### config.mk
export PLATFORM = sky130hd
export DESIGN_NAME = threshold_relay_controller
export DESIGN_NICKNAME = d
export VERILOG_FILES = /design/src/design/threshold_relay_pkg.sv /design/src/design/threshold_relay_controller.sv
export VERILOG_INCLUDE_DIRS = /design/src /design/src/design
export SDC_FILE = /design/constraint.sdc
export NUM_CORES = 1
export LEC_CHECK = 0
export BUFFER_PORTS_ARGS = -buffer_cell sky130_fd_sc_hd__buf_2
export CORE_MARGIN = 3
export CORE_UTILIZATION = 55
export CTS_CLUSTER_SIZE = 16
export DETAILED_ROUTE_END_ITERATION = 7
export MAX_ROUTING_LAYER = met4
export PLACE_DENSITY = 0.72
export SLEW_MARGIN = 20
export SYNTH_ARGS = -nofsm -noshare
export SYNTH_HDL_FRONTEND = slang
export SYNTH_SLANG_ARGS = --single-unit
export TNS_END_PERCENT = 30
### constraint.sdc
create_clock -name i_sys_clk -period 7.52 [get_ports i_sys_clk]
set_input_delay 1.504 -clock i_sys_clk [delete_from_list [all_inputs] [get_ports i_sys_clk]]
set_output_delay 1.504 -clock i_sys_clk [all_outputs]
set_load 0.05 [all_outputs]
### src/design/threshold_relay_params.svh
// Constants for the threshold relay controller
`ifndef THRESHOLD_RELAY_PARAMS_SVH
`define THRESHOLD_RELAY_PARAMS_SVH
`define VAL_W 16
`define THR_MIN 16'shfc19
`define THR_MAX 16'sh270f
`define CLK_HZ 40000000
`define TICK_MS 1
`define TICK_CYC ((`CLK_HZ / 1000) * `TICK_MS)
`define ID_SHOW_MS 1
`define FLASH_MS 250
`define DLY_W 16
`define PTIME_W 16
`define ID_CODE 16'h0a5a
`define FW_VERSION 16'h0001
`define FIRST_THR_RST 16'sh0064
`define SECOND_THR_RST 16'sh00c8
`define HYSTERESIS_SETTING_RST 16'sh0005
`define PEAK_AMP_RST 16'sh000a
`endif

### src/design/threshold_relay_pkg.sv
// Types for the threshold relay controller
package threshold_relay_pkg;
	typedef enum logic [1:0] {RMODE_UNUSED, RMODE_ONE, RMODE_TWO} relay_mode_t;
	typedef enum logic [1:0] {ALARM_ON, ALARM_OFF, ALARM_KEEP} alarm_behaviour_t;
	typedef enum logic [1:0] {UNIT_MS, UNIT_100MS, UNIT_S} time_unit_t;
	typedef enum logic {STYLE_REAL, STYLE_HOLD} peak_display_style_t;
	typedef enum logic [1:0] {SHOW_VALUE, SHOW_OVER, SHOW_UNDER, SHOW_ID} show_t;
endpackage

### src/design/threshold_relay_controller.sv
// Threshold relay controller: peak detection, hysteresis, dwell delays, relay and LED
// Notes on behaviour
// - After reset show identification and version, then measure and control continuously.
// - Out-of-range result shows over or under marker instead of value.
// - Configuration changes never stall measurement or threshold evaluation.
// - Peak recognised only after rise then fall of at least peak amplitude.
// - Peak shown for display time; newer peak replaces it, restarts timer.
// - When display time expires without new peak, show current value again.
// - Zero time holds until escape in hold style, no holding in real style.
// - Rightmost decimal point flashes while a peak is shown.
// - Relay decision uses current value or peak value by selection.
// - LED mirrors relay; without relay LED alone shows exceedance.
// - Mode selects unused relay, one-threshold or two-threshold control.
// - With in-range input in one- or two-threshold mode, relay changes only after border crossing held beyond applicable delay.
// - Both delays zero means immediate change on border crossing.
// - Positive delays: switch on/off only after dwell beyond border.
// - Return across border before delay elapses keeps present relay state.
// - One threshold: setting picks relay state in zone A, opposite in B.
// - Out-of-range input forces relay on, off, or unchanged per alarm setting.
// - Two thresholds share hysteresis, mode, delays, unit and alarm setting.
// - Two thresholds: relay on inside (A) or outside (B) per setting.
// - Thresholds in either order; lower is start, higher is end.
// - Thresholds range -999 to 9999, midpoint of hysteresis band.
`timescale 1ns/100ps
`include "threshold_relay_params.svh"
module threshold_relay_controller (
	input wire logic i_sys_clk,
	input wire logic i_reset_n,
	input wire logic i_result_valid,
	input wire logic signed [15:0] i_result,
	input wire logic i_over_range,
	input wire logic i_under_range,
	input wire logic i_escape_key,
	input wire logic i_relay_fitted,
	input wire logic [3:0] i_addr,
	input wire logic [15:0] i_wdata,
	input wire logic i_wr,
	input wire logic i_rd,
	output logic [15:0] o_rdata,
	output logic o_relay,
	output logic o_led,
	output threshold_relay_pkg::show_t o_show,
	output logic signed [15:0] o_display_value,
	output logic o_peak_shown,
	output logic o_decimal_point
);
	import threshold_relay_pkg::*;

	localparam logic [3:0] A_FIRST = 4'h0;
	localparam logic [3:0] A_SECOND = 4'h1;
	localparam logic [3:0] A_HYSTERESIS_SETTING = 4'h2;
	localparam logic [3:0] A_ON_DLY = 4'h3;
	localparam logic [3:0] A_OFF_DLY = 4'h4;
	localparam logic [3:0] A_CTRL = 4'h5;
	localparam logic [3:0] A_PEAK_AMP = 4'h6;
	localparam logic [3:0] A_PEAK_TIME = 4'h7;
	localparam logic [3:0] A_STATUS = 4'h8;
	localparam logic [3:0] A_PEAK_VAL = 4'h9;
	localparam logic [3:0] A_ID = 4'ha;
	localparam logic [3:0] A_VERSION = 4'hb;
	localparam int TICK_CYC = `TICK_CYC;
	localparam int ID_TICKS = `ID_SHOW_MS / `TICK_MS;
	localparam int FLASH_TICKS = `FLASH_MS / `TICK_MS;

	// Configuration registers
	logic signed [15:0] first_threshold_q, second_threshold_q, hysteresis_setting_q;
	logic signed [15:0] peak_amplitude_q;
	logic [15:0] switch_on_delay_q, switch_off_delay_q, peak_time_q;
	relay_mode_t relay_mode_q;
	logic mode_on_q;
	alarm_behaviour_t alarm_behaviour_q;
	time_unit_t time_unit_q;
	peak_display_style_t peak_display_style_q;
	logic use_peak_q;

	function automatic logic signed [15:0] clamp_thr(input logic [15:0] v);
		logic signed [15:0] s;
		s = signed'(v);
		if (s < `THR_MIN)
			return `THR_MIN;
		if (s > `THR_MAX)
			return `THR_MAX;
		return s;
	endfunction

	// Writes land in registers only; evaluation keeps running meanwhile
	always_ff @(posedge i_sys_clk or negedge i_reset_n) begin
		if (!i_reset_n) begin
			first_threshold_q <= `FIRST_THR_RST;
			second_threshold_q <= `SECOND_THR_RST;
			hysteresis_setting_q <= `HYSTERESIS_SETTING_RST;
			switch_on_delay_q <= 16'h0000;
			switch_off_delay_q <= 16'h0000;
			relay_mode_q <= RMODE_ONE;
			mode_on_q <= 1'b1;
			alarm_behaviour_q <= ALARM_OFF;
			time_unit_q <= UNIT_MS;
			peak_display_style_q <= STYLE_REAL;
			use_peak_q <= 1'b0;
			peak_amplitude_q <= `PEAK_AMP_RST;
			peak_time_q <= 16'h0000;
		end else if (i_wr) begin
			unique case (i_addr)
				A_FIRST: first_threshold_q <= clamp_thr(i_wdata);
				A_SECOND: second_threshold_q <= clamp_thr(i_wdata);
				A_HYSTERESIS_SETTING: hysteresis_setting_q <= signed'({1'b0, i_wdata[14:0]});
				A_ON_DLY: switch_on_delay_q <= i_wdata;
				A_OFF_DLY: switch_off_delay_q <= i_wdata;
				A_CTRL: begin
					relay_mode_q <= (i_wdata[1:0] == 2'h3) ? RMODE_UNUSED
						: relay_mode_t'(i_wdata[1:0]);
					mode_on_q <= i_wdata[2];
					alarm_behaviour_q <= (i_wdata[4:3] == 2'h3) ? ALARM_KEEP
						: alarm_behaviour_t'(i_wdata[4:3]);
					time_unit_q <= (i_wdata[6:5] == 2'h3) ? UNIT_S
						: time_unit_t'(i_wdata[6:5]);
					peak_display_style_q <= peak_display_style_t'(i_wdata[7]);
					use_peak_q <= i_wdata[8];
				end
				A_PEAK_AMP: peak_amplitude_q <= signed'({1'b0, i_wdata[14:0]});
				A_PEAK_TIME: peak_time_q <= i_wdata;
				default: ;
			endcase
		end
	end

	// Millisecond tick and unit ticks
	logic [15:0] tick_cnt_q;
	logic [6:0] ms100_cnt_q;
	logic [9:0] s_cnt_q;
	logic tick_ms, tick_100ms, tick_s, unit_tick;
	assign tick_ms = (tick_cnt_q == 16'(TICK_CYC - 1));
	assign tick_100ms = tick_ms && (ms100_cnt_q == 7'd99);
	assign tick_s = tick_ms && (s_cnt_q == 10'd999);
	always_ff @(posedge i_sys_clk or negedge i_reset_n) begin
		if (!i_reset_n) begin
			tick_cnt_q <= 16'h0000;
			ms100_cnt_q <= 7'h00;
			s_cnt_q <= 10'h000;
		end else begin
			tick_cnt_q <= tick_ms ? 16'h0000 : tick_cnt_q + 16'h0001;
			if (tick_ms) begin
				ms100_cnt_q <= tick_100ms ? 7'h00 : ms100_cnt_q + 7'h01;
				s_cnt_q <= tick_s ? 10'h000 : s_cnt_q + 10'h001;
			end
		end
	end
	always_comb begin
		unique case (time_unit_q)
			UNIT_MS: unit_tick = tick_ms;
			UNIT_100MS: unit_tick = tick_100ms;
			default: unit_tick = tick_s;
		endcase
	end

	// Start-up identification phase
	logic startup_q;
	logic [15:0] id_cnt_q;
	always_ff @(posedge i_sys_clk or negedge i_reset_n) begin
		if (!i_reset_n) begin
			startup_q <= 1'b1;
			id_cnt_q <= 16'h0000;
		end else if (startup_q && tick_ms) begin
			id_cnt_q <= id_cnt_q + 16'h0001;
			if (id_cnt_q == 16'(ID_TICKS - 1))
				startup_q <= 1'b0;
		end
	end

	// Peak detection: track running max, peak when value falls by amplitude
	logic signed [15:0] run_max_q, peak_q, cur_q;
	logic cur_ok_q, peak_shown_q, peak_event, rose_q;
	logic [15:0] peak_timer_q;
	logic in_range;
	assign in_range = !i_over_range && !i_under_range;
	assign peak_event = i_result_valid && in_range && !startup_q && rose_q
		&& (32'(run_max_q) - 32'(i_result) >= 32'(peak_amplitude_q));
	always_ff @(posedge i_sys_clk or negedge i_reset_n) begin
		if (!i_reset_n) begin
			run_max_q <= 16'sh8000;
			cur_q <= 16'sh0000;
			cur_ok_q <= 1'b0;
			rose_q <= 1'b0;
		end else if (i_result_valid) begin
			cur_q <= i_result;
			cur_ok_q <= in_range;
			// Follows the valley until a rise, so a second fall alone is no peak
			if (!in_range || peak_event || i_result > run_max_q || !rose_q)
				run_max_q <= i_result;
			rose_q <= in_range && !peak_event && (rose_q || i_result > run_max_q);
		end
	end
	always_ff @(posedge i_sys_clk or negedge i_reset_n) begin
		if (!i_reset_n) begin
			peak_q <= 16'sh0000;
			peak_shown_q <= 1'b0;
			peak_timer_q <= 16'h0000;
		end else if (peak_event) begin
			peak_q <= run_max_q;
			peak_timer_q <= 16'h0000;
			peak_shown_q <= (peak_time_q != 16'h0000)
				|| (peak_display_style_q == STYLE_HOLD);
		end else if (peak_shown_q) begin
			if (peak_time_q == 16'h0000) begin
				if (peak_display_style_q == STYLE_REAL || i_escape_key)
					peak_shown_q <= 1'b0;
			end else if (tick_100ms) begin
				// Display time counts in tenths of a second
				if (peak_timer_q + 16'h0001 >= peak_time_q)
					peak_shown_q <= 1'b0;
				else
					peak_timer_q <= peak_timer_q + 16'h0001;
			end
		end
	end
	logic [15:0] flash_cnt_q;
	logic flash_q;
	always_ff @(posedge i_sys_clk or negedge i_reset_n) begin
		if (!i_reset_n) begin
			flash_cnt_q <= 16'h0000;
			flash_q <= 1'b0;
		end else if (!peak_shown_q) begin
			flash_cnt_q <= 16'h0000;
			flash_q <= 1'b0;
		end else if (tick_ms) begin
			if (flash_cnt_q == 16'(FLASH_TICKS - 1)) begin
				flash_cnt_q <= 16'h0000;
				flash_q <= !flash_q;
			end else
				flash_cnt_q <= flash_cnt_q + 16'h0001;
		end
	end

	// Zone decision with hysteresis
	logic signed [15:0] ctrl_val, thr_lo, thr_hi;
	logic signed [17:0] lo_up, lo_dn, hi_up, hi_dn, v18;
	logic want_on, want_off, target, relay_q;
	assign ctrl_val = (use_peak_q && peak_shown_q) ? peak_q : cur_q;
	assign thr_lo = (first_threshold_q <= second_threshold_q)
		? first_threshold_q : second_threshold_q;
	assign thr_hi = (first_threshold_q <= second_threshold_q)
		? second_threshold_q : first_threshold_q;
	assign v18 = 18'(ctrl_val);
	assign lo_up = 18'(thr_lo) + 18'(hysteresis_setting_q);
	assign lo_dn = 18'(thr_lo) - 18'(hysteresis_setting_q);
	assign hi_up = 18'(thr_hi) + 18'(hysteresis_setting_q);
	assign hi_dn = 18'(thr_hi) - 18'(hysteresis_setting_q);
	always_comb begin
		want_on = 1'b0;
		want_off = 1'b0;
		// Zone A is below the single threshold; inside the pair for two thresholds
		if (relay_mode_q == RMODE_ONE) begin
			if (v18 < lo_dn) begin
				want_on = mode_on_q;
				want_off = !mode_on_q;
			end else if (v18 > lo_up) begin
				want_on = !mode_on_q;
				want_off = mode_on_q;
			end
		end else if (relay_mode_q == RMODE_TWO) begin
			if (v18 > lo_up && v18 < hi_dn) begin
				want_on = mode_on_q;
				want_off = !mode_on_q;
			end else if (v18 < lo_dn || v18 > hi_up) begin
				want_on = !mode_on_q;
				want_off = mode_on_q;
			end
		end
	end

	// Dwell counting toward the applicable delay
	logic [15:0] dwell_q;
	logic pending, pending_q, dwell_done;
	assign pending = relay_q ? want_off : want_on;
	assign target = !relay_q;
	assign dwell_done = relay_q ? (dwell_q >= switch_off_delay_q)
		: (dwell_q >= switch_on_delay_q);
	always_ff @(posedge i_sys_clk or negedge i_reset_n) begin
		if (!i_reset_n) begin
			dwell_q <= 16'h0000;
			pending_q <= 1'b0;
		end else begin
			pending_q <= pending && cur_ok_q;
			if (!pending || !cur_ok_q || !pending_q)
				dwell_q <= 16'h0000;
			else if (unit_tick && dwell_q != 16'hffff)
				dwell_q <= dwell_q + 16'h0001;
		end
	end
	always_ff @(posedge i_sys_clk or negedge i_reset_n) begin
		if (!i_reset_n)
			relay_q <= 1'b0;
		else if (startup_q || relay_mode_q == RMODE_UNUSED)
			relay_q <= 1'b0;
		else if (!cur_ok_q) begin
			if (alarm_behaviour_q == ALARM_ON)
				relay_q <= 1'b1;
			else if (alarm_behaviour_q == ALARM_OFF)
				relay_q <= 1'b0;
		end else if (pending && dwell_done)
			relay_q <= target;
	end

	// Outputs
	always_ff @(posedge i_sys_clk or negedge i_reset_n) begin
		if (!i_reset_n) begin
			o_show <= SHOW_ID;
			o_display_value <= 16'sh0000;
			o_relay <= 1'b0;
			o_led <= 1'b0;
			o_peak_shown <= 1'b0;
			o_decimal_point <= 1'b0;
		end else begin
			o_relay <= relay_q && i_relay_fitted;
			o_led <= relay_q;
			o_peak_shown <= peak_shown_q && !startup_q;
			o_decimal_point <= peak_shown_q && flash_q && !startup_q;
			if (startup_q) begin
				o_show <= SHOW_ID;
				o_display_value <= (32'(id_cnt_q) * TICK_CYC + 32'(tick_cnt_q)
					< ID_TICKS * TICK_CYC / 2) ? `ID_CODE : `FW_VERSION;
			end else if (peak_shown_q) begin
				o_show <= SHOW_VALUE;
				o_display_value <= peak_q;
			end else if (i_over_range && i_result_valid) begin
				o_show <= SHOW_OVER;
			end else if (i_under_range && i_result_valid) begin
				o_show <= SHOW_UNDER;
			end else if (i_result_valid) begin
				o_show <= SHOW_VALUE;
				o_display_value <= i_result;
			end else if (o_show == SHOW_ID)
				o_show <= SHOW_VALUE;
		end
	end

	// Register read port
	always_ff @(posedge i_sys_clk or negedge i_reset_n) begin
		if (!i_reset_n)
			o_rdata <= 16'h0000;
		else if (i_rd) begin
			unique case (i_addr)
				A_FIRST: o_rdata <= first_threshold_q;
				A_SECOND: o_rdata <= second_threshold_q;
				A_HYSTERESIS_SETTING: o_rdata <= hysteresis_setting_q;
				A_ON_DLY: o_rdata <= switch_on_delay_q;
				A_OFF_DLY: o_rdata <= switch_off_delay_q;
				A_CTRL: o_rdata <= {7'h00, use_peak_q, peak_display_style_q, time_unit_q,
					alarm_behaviour_q, mode_on_q, relay_mode_q};
				A_PEAK_AMP: o_rdata <= peak_amplitude_q;
				A_PEAK_TIME: o_rdata <= peak_time_q;
				A_STATUS: o_rdata <= {11'h000, startup_q, !cur_ok_q, pending, peak_shown_q,
					relay_q};
				A_PEAK_VAL: o_rdata <= peak_q;
				A_ID: o_rdata <= `ID_CODE;
				A_VERSION: o_rdata <= `FW_VERSION;
				default: o_rdata <= 16'h0000;
			endcase
		end else
			o_rdata <= 16'h0000;
	end

	// Checks
	relay_unused_a: assert property (@(posedge i_sys_clk) disable iff (!i_reset_n)
		relay_mode_q == RMODE_UNUSED |=> !relay_q)
		else $error("relay active while unused");
	led_mirror_a: assert property (@(posedge i_sys_clk) disable iff (!i_reset_n)
		##1 o_led == $past(relay_q))
		else $error("led does not mirror relay");
	alarm_force_a: assert property (@(posedge i_sys_clk) disable iff (!i_reset_n)
		!cur_ok_q && !startup_q && relay_mode_q != RMODE_UNUSED
		&& alarm_behaviour_q == ALARM_ON |=> relay_q)
		else $error("alarm did not force relay on");
	relay_change_a: assert property (@(posedge i_sys_clk) disable iff (!i_reset_n)
		cur_ok_q && !startup_q && relay_mode_q != RMODE_UNUSED && !pending |=> $stable(relay_q))
		else $error("relay changed without border crossing");
	dwell_restart_a: assert property (@(posedge i_sys_clk) disable iff (!i_reset_n)
		!pending |=> dwell_q == 16'h0000)
		else $error("dwell not restarted");
	zero_delay_a: assert property (@(posedge i_sys_clk) disable iff (!i_reset_n)
		cur_ok_q && !startup_q && relay_mode_q != RMODE_UNUSED && pending
		&& switch_on_delay_q == 16'h0000 && switch_off_delay_q == 16'h0000 |=> $changed(relay_q))
		else $error("zero delay did not switch immediately");
	peak_restart_a: assert property (@(posedge i_sys_clk) disable iff (!i_reset_n)
		peak_event |=> peak_timer_q == 16'h0000 && peak_q == $past(run_max_q))
		else $error("new peak not taken");
	dp_idle_a: assert property (@(posedge i_sys_clk) disable iff (!i_reset_n)
		!peak_shown_q |=> !o_decimal_point)
		else $error("decimal point flashes without peak");
	real_zero_a: assert property (@(posedge i_sys_clk) disable iff (!i_reset_n)
		peak_shown_q && !peak_event && peak_time_q == 16'h0000
		&& peak_display_style_q == STYLE_REAL |=> !peak_shown_q)
		else $error("real style with zero time held peak");
endmodule

==> flow_summary.yaml, run 1 <==
status:
  status: "complete, no violations"
floorplanning:
  die_x_um: 218
  core-area_um2: 44400
  top_level_ports: 83
  rows: 77
  start_util_pct: 55.9
  fp.dieH_um: 218
  die-area_um2: 47700
sta:
  setup_slack_ns: 0.398
  worst_slew_pin_slew_ns: 1.05
  holdWs_ns: 0.483
  slew_viol_final: 0
  hold_violations: 0
  maxSlewHeadroom_pct: 29.9
  setup_viol: 0
  max_clock_freq_mhz: 140
  min_period_over_period_pct: 94.7
  period_needed_ns: 7.12
  fin_skew_ns: 0.0191
power_and_ir_drop:
  combPwrFrac_pct: 47.9
  p_leak_uw: 0.0131
  ir_drop_uv: 261
  powerDensity_nw_per_um2: 303
  intPower_uw: 4820
  p_sw_uw: 3440
  p_clk_share_pct: 23.3
  p_seq_share_pct: 28.9
  swShare_pct: 41.6
final_layout:
  multi_input_area_um2: 15800
  stdcell_count: 3337
  fin_area_um2: 27300
  drive_gt1_share_pct: 14.4
  seq_area_um2: 7750
  final_util_pct: 61.5
  nFillCells: 3731
  nNetsFinal: 3131
  final_common_cell: "ha_1"
  final_cell_mix: "ha_1 (330), dfrtp_1 (292), inv_1 (275)"
  area_growth_pct: 9.93
clock_network:
  ctsLongestPathBuffers: 3
  numCtsBuffers: 37
  cts.htree.levels: 2
  hold_buffers: 0
  insertion_delay_ns: 0.56
  clk_pin_slew_ns: 0.06
  tritoncts: "yes"
  numClockSinks: 309
  cts-root-buf: "clkbuf_16"
synth:
  async_reset_ff_share_pct: 100
  ys_types: 94
  ys_seq_elements: 309
  synth_edf_count: 0
  ys.flop_type: "dfrtp_1"
  syn_area_per_cell_um2: 9.41
  syn_area_um2: 24800
  synthCells: 2639
  seq_area_frac_synth_pct: 31.2
  syn-num-nets: 3055
  yosys_warnings: 0
detailed_routing:
  antenna_left: 0
  drtIter0Drc: 1638
  drt_wl_total_mm: 67.2
  drcViolationCount: 0
  viasPerCell: 5.96
  wire_per_inst_um: 20.1
  drt_pass1_iterations: 7
  vias: 19874
job:
  maxCapViolCount: 0
global_route:
  grt_overflow: 0
  grt_antenna_before_repair: 1
  grt_pass1_wl_mm: 106
  track_usage_pct: 29.1
  grt_pass1_vias: 19853
  grt_max_degree: 182
critical_path:
  start_kind: "flip-flop"
  critPathArrivalTime_ns: 7.58
  endpoint_kind: "flip-flop"
  r2r_setup_slack_ns: 0.40
  cpMaxStageDelayCell: "dfrtp_1"
  r2r_start: "first_threshold_q[9]"
  slowest_delay_ns: 0.43
  path_class: "flip-flop to flip-flop"
  critPathRequiredTime_ns: 7.98
  crit_path_max_fanout: 7
  critPathLaunch: "first_threshold_q[9]"
placed_design:
  placedCellCount: 3263
  dpl_cell_area_um2: 25900
  gp_congestion: 0.966
  dp_slack_ns: 0.00341
  dp_hpwl_mm: 51.8
  port_buffers: 82
worst_hold_path:
  hp-start: "tick_cnt_q[4]"
  worstHoldPathType: "flip-flop to flip-flop"
## metrics by stage
stage	total power, µW	setup TNS (ns)
floorplan	5130	0
global placement	6170	0
detailed placement	6270	0
CTS	8250	0
global route	8890	-0.755
finish	8270	0
## repair_timing
| action | CTS | global route |
|---|---|---|
| pin swaps | 1 | 2 |
| gates resized for setup | 0 | 6 |
| cloned | 0 | 1 |
| endpoints found under the setup margin | 17 | 19 |
| setup buffers | 2 | 1 |
## layer usage
metal	vias to the layer above	global-route usage [%]	share of wire, %
li1	9542	-	-
met1	9612	36.3	42
met2	536	47.2	48
met3	184	3.70	5.1
met4	0	13.6	5.1
met5	-	-	0
## worst max-delay path, delay by kind of cell (launching register included)
kind,cells,cell delay [ns]
compound gates,20,3.73
simple gates,7,1.19
fa+ha+maj,4,1.04
flops,1,0.43
mux,1,0.40
buf+inv,2,0.24
## layout make-up
type,count,share of cell area [%]
antenna,1,0.00917
clock buffer,49,3.85
clock inverter,19,0.999
inverter,275,3.78
multi-input combinational,1985,57.9
sequential,309,28.4
tap,592,2.71
timing repair buffer,107,2.35
## worst paths after layout
check                                        end  cells after the start
setup / recovery                         relay_q                     34
min in group asynchronous                  o_led                      1
max in group asynchronous  switch_off_delay_q[0]                      2
hold reg to reg                    tick_cnt_q[4]                      1
setup reg to reg                         relay_q                     34
hold / removal                     tick_cnt_q[4]                      1
## cell usage after synthesis (all sizes together) (41+ instances only)
cell type,n,area (µm²)
fa,41,821
nor2,156,588
nand3,59,295
o21ai,154,771
ha,330,4130
a21oi,136,692
nand2b,42,263
nand4,45,288
mux2,161,1810
a21o,49,369
dfrtp,292,7310
xnor2,108,965
clkbuf,60,245
inv,275,1030
xor2,52,455
nand2,177,664
## logic make-up (layout without fill, tap and decap cells)
logic type,after synthesis,after routing,synth area share [%]
xor+xnor,160,160,5.72
buf+inv,346,450,5.42
compound gates,595,596,15.9
simple gates,673,673,13.6
flops,309,309,31.2
other cells,0,1,0
fa+ha+maj,371,371,19.9
mux,185,185,8.27
## power groups by stage
stage,Clock [µW],Sequential (µW),Combinational (µW)
global route,2030,2420,4450
floorplan,0,2380,2750
finish,1920,2390,3960
CTS,1960,2380,3910
global placement,0,2390,3780
detailed placement,0,2410,3860
Power figures use the tool's default switching activity.
==> run 2, diff against run 1 <==
==> constraint.sdc (replaced) <==
create_clock -name i_sys_clk -period 7.6 [get_ports i_sys_clk]
set_input_delay 1.52 -clock i_sys_clk [delete_from_list [all_inputs] [get_ports i_sys_clk]]
set_output_delay 1.52 -clock i_sys_clk [all_outputs]
set_load 0.05 [all_outputs]
==> run 2 against run 1 <==
Non-clock buffer count is 2 lower; design area fell by 0.45%; sequential share of layout area is 0.13 points higher; clock-buffer cell count increased by 2; die area unchanged; clock power shrank 4%; total power decreased by 2.5%; clock skew up 0.0064 ns; via count is 0.19% lower; combinational power is 3% lower; worst hold slack better by 0.0061 ns; setup slack improved by 0.043 ns.
==> flow_summary.yaml, run 2 (synthesis results as in run 1) <==
status:
  status: "complete, no violations"
placed_design:
  dpl_cell_area_um2: 25900
  port_buffers: 82
  dp_hpwl_mm: 50.5
  gp_congestion: 0.967
sta:
  max_clock_freq_mhz: 140
  fin_skew_ns: 0.0255
  fin_setup_tns_ns: 0
  period_needed_ns: 7.16
  min_period_over_period_pct: 94.2
  setup_viol: 0
  worst_slew_pin_slew_ns: 0.962
  slew_viol_final: 0
  holdWs_ns: 0.489
  maxSlewHeadroom_pct: 35.7
  hold_violations: 0
  rsz0062_at_grt: "false"
global_route:
  grt_max_degree: 152
  grt_pass1_vias: 19713
  track_usage_pct: 28.6
  grt_overflow: 0
  grt_antenna_before_repair: 1
  grt_pass1_wl_mm: 105
critical_path:
  crit_path_max_fanout: 16
  rr_endpoint: "dwell_q[1]"
  crit_family: "compound AO/OA/AOI/OAI gates"
  r2r_setup_slack_ns: 0.44
  start_kind: "flip-flop"
  critPathRequiredTime_ns: 8.10
  critPathArrivalTime_ns: 7.66
  critPathBufInv: 5
  endpoint_kind: "flip-flop"
  r2r_start: "first_threshold_q[9]"
  slowest_delay_ns: 0.42
  cpMaxStageDelayCell: "dfrtp_1"
  path_class: "flip-flop to flip-flop"
  crit_top_cell: "a21o_1"
  reg2reg_depth: 35
worst_hold_path:
  hp-start: "s_cnt_q[8]"
  worstHoldPathType: "flip-flop to flip-flop"
  hold_path_depth: 1
  min_to: "s_cnt_q[8]"
final_layout:
  drive_gt1_share_pct: 14.1
  seq_area_um2: 7750
  final_common_cell: "ha_1"
  fin_area_um2: 27200
  diodes: 0
  multi_input_area_um2: 15800
  nFillCells: 3689
  final_util_pct: 61.2
  area_growth_pct: 9.43
  final_cell_mix: "ha_1 (330), dfrtp_1 (292), inv_1 (275)"
  nNetsFinal: 3128
detailed_routing:
  drcViolationCount: 0
  drt_wl_total_mm: 66.0
  wire_per_inst_um: 19.8
  viasPerCell: 5.95
  drtIter0Drc: 1559
  antenna_left: 0
  vias: 19836
  drt_pass1_iterations: 6
floorplanning:
  die-area_um2: 47700
  top_level_ports: 83
  die_x_um: 218
  fp.dieH_um: 218
  rows: 77
  core-area_um2: 44400
  start_util_pct: 55.9
clock_network:
  tritoncts: "yes"
  hold_buffers: 0
  cts_setup_buffers: 0
  cts.htree.levels: 2
  numClockSinks: 309
  insertion_delay_ns: 0.57
  cts-root-buf: "clkbuf_16"
  numCtsBuffers: 37
  ctsLongestPathBuffers: 3
  clk_pin_slew_ns: 0.06
power_and_ir_drop:
  ir_drop_uv: 233
  p_leak_uw: 0.0130
  total_power_uw: 8060
  powerDensity_nw_per_um2: 296
job:
  maxCapViolCount: 0
==> run 2: worst max path at each step <==
stage	end	start	cells after the start	slack [ns]
after global placement	dwell_q[1]	first_threshold_q[9]	35	0.58
after floorplan	dwell_q[10]	first_threshold_q[9]	33	0.85
after detailed placement	dwell_q[9]	first_threshold_q[9]	35	0.43
after global routing	dwell_q[7]	second_threshold_q[9]	36	0.01
after CTS	dwell_q[1]	first_threshold_q[9]	35	0.38
final	dwell_q[1]	first_threshold_q[9]	35	0.44
==> run 2: cell type report <==
| cell class | instances | share of cell area [%] |
|---|---|---|
| flip-flops and latches | 309 | 28.5 |
| clock inverters | 16 | 0.820 |
| multi-input cells | 1984 | 58.1 |
| clock buffers | 51 | 3.79 |
| repair buffers | 105 | 2.23 |
| well taps | 592 | 2.73 |
| inverters | 275 | 3.80 |
==> run 2: timing repair <==
action,CTS,global route
setup endpoints to repair,0,17
hold endpoints to repair,0,0
resized for setup,0,3
==> run 2: through the flow <==
step	setup slack [ns]	instances
4_1_cts	0.379	3332
6_report	0.441	3332
3_5_place_dp	0.425	3265
5_1_grt	0.0149	3332
2_1_floorplan	0.853	2639
3_3_place_gp	0.579	3265
==> run 2: worst register-to-register path, delay by kind of cell (launching register included) <==
family | cells | cell delay [ns]
compound gates | 18 | 3.60
mux | 1 | 0.40
buf+inv | 5 | 0.71
flops | 1 | 0.42
simple gates | 7 | 0.92
fa+ha+maj | 4 | 1.04
==> run 2: report_power, final <==
group	switching (µW)	internal, µW
clock	744	1090
sequential	408	1950
combinational	2210	1650
total	3360	4700
==> run 2: metal layers <==
metal / global-route usage (%) / vias up / part of all wire [%]
li1: - / 9515 / -
met1: 35.6 / 9609 / 43
met2: 45.4 / 531 / 46
met3: 4.64 / 181 / 5.3
met4: 13.9 / 0 / 5.6
met5: - / - / 0
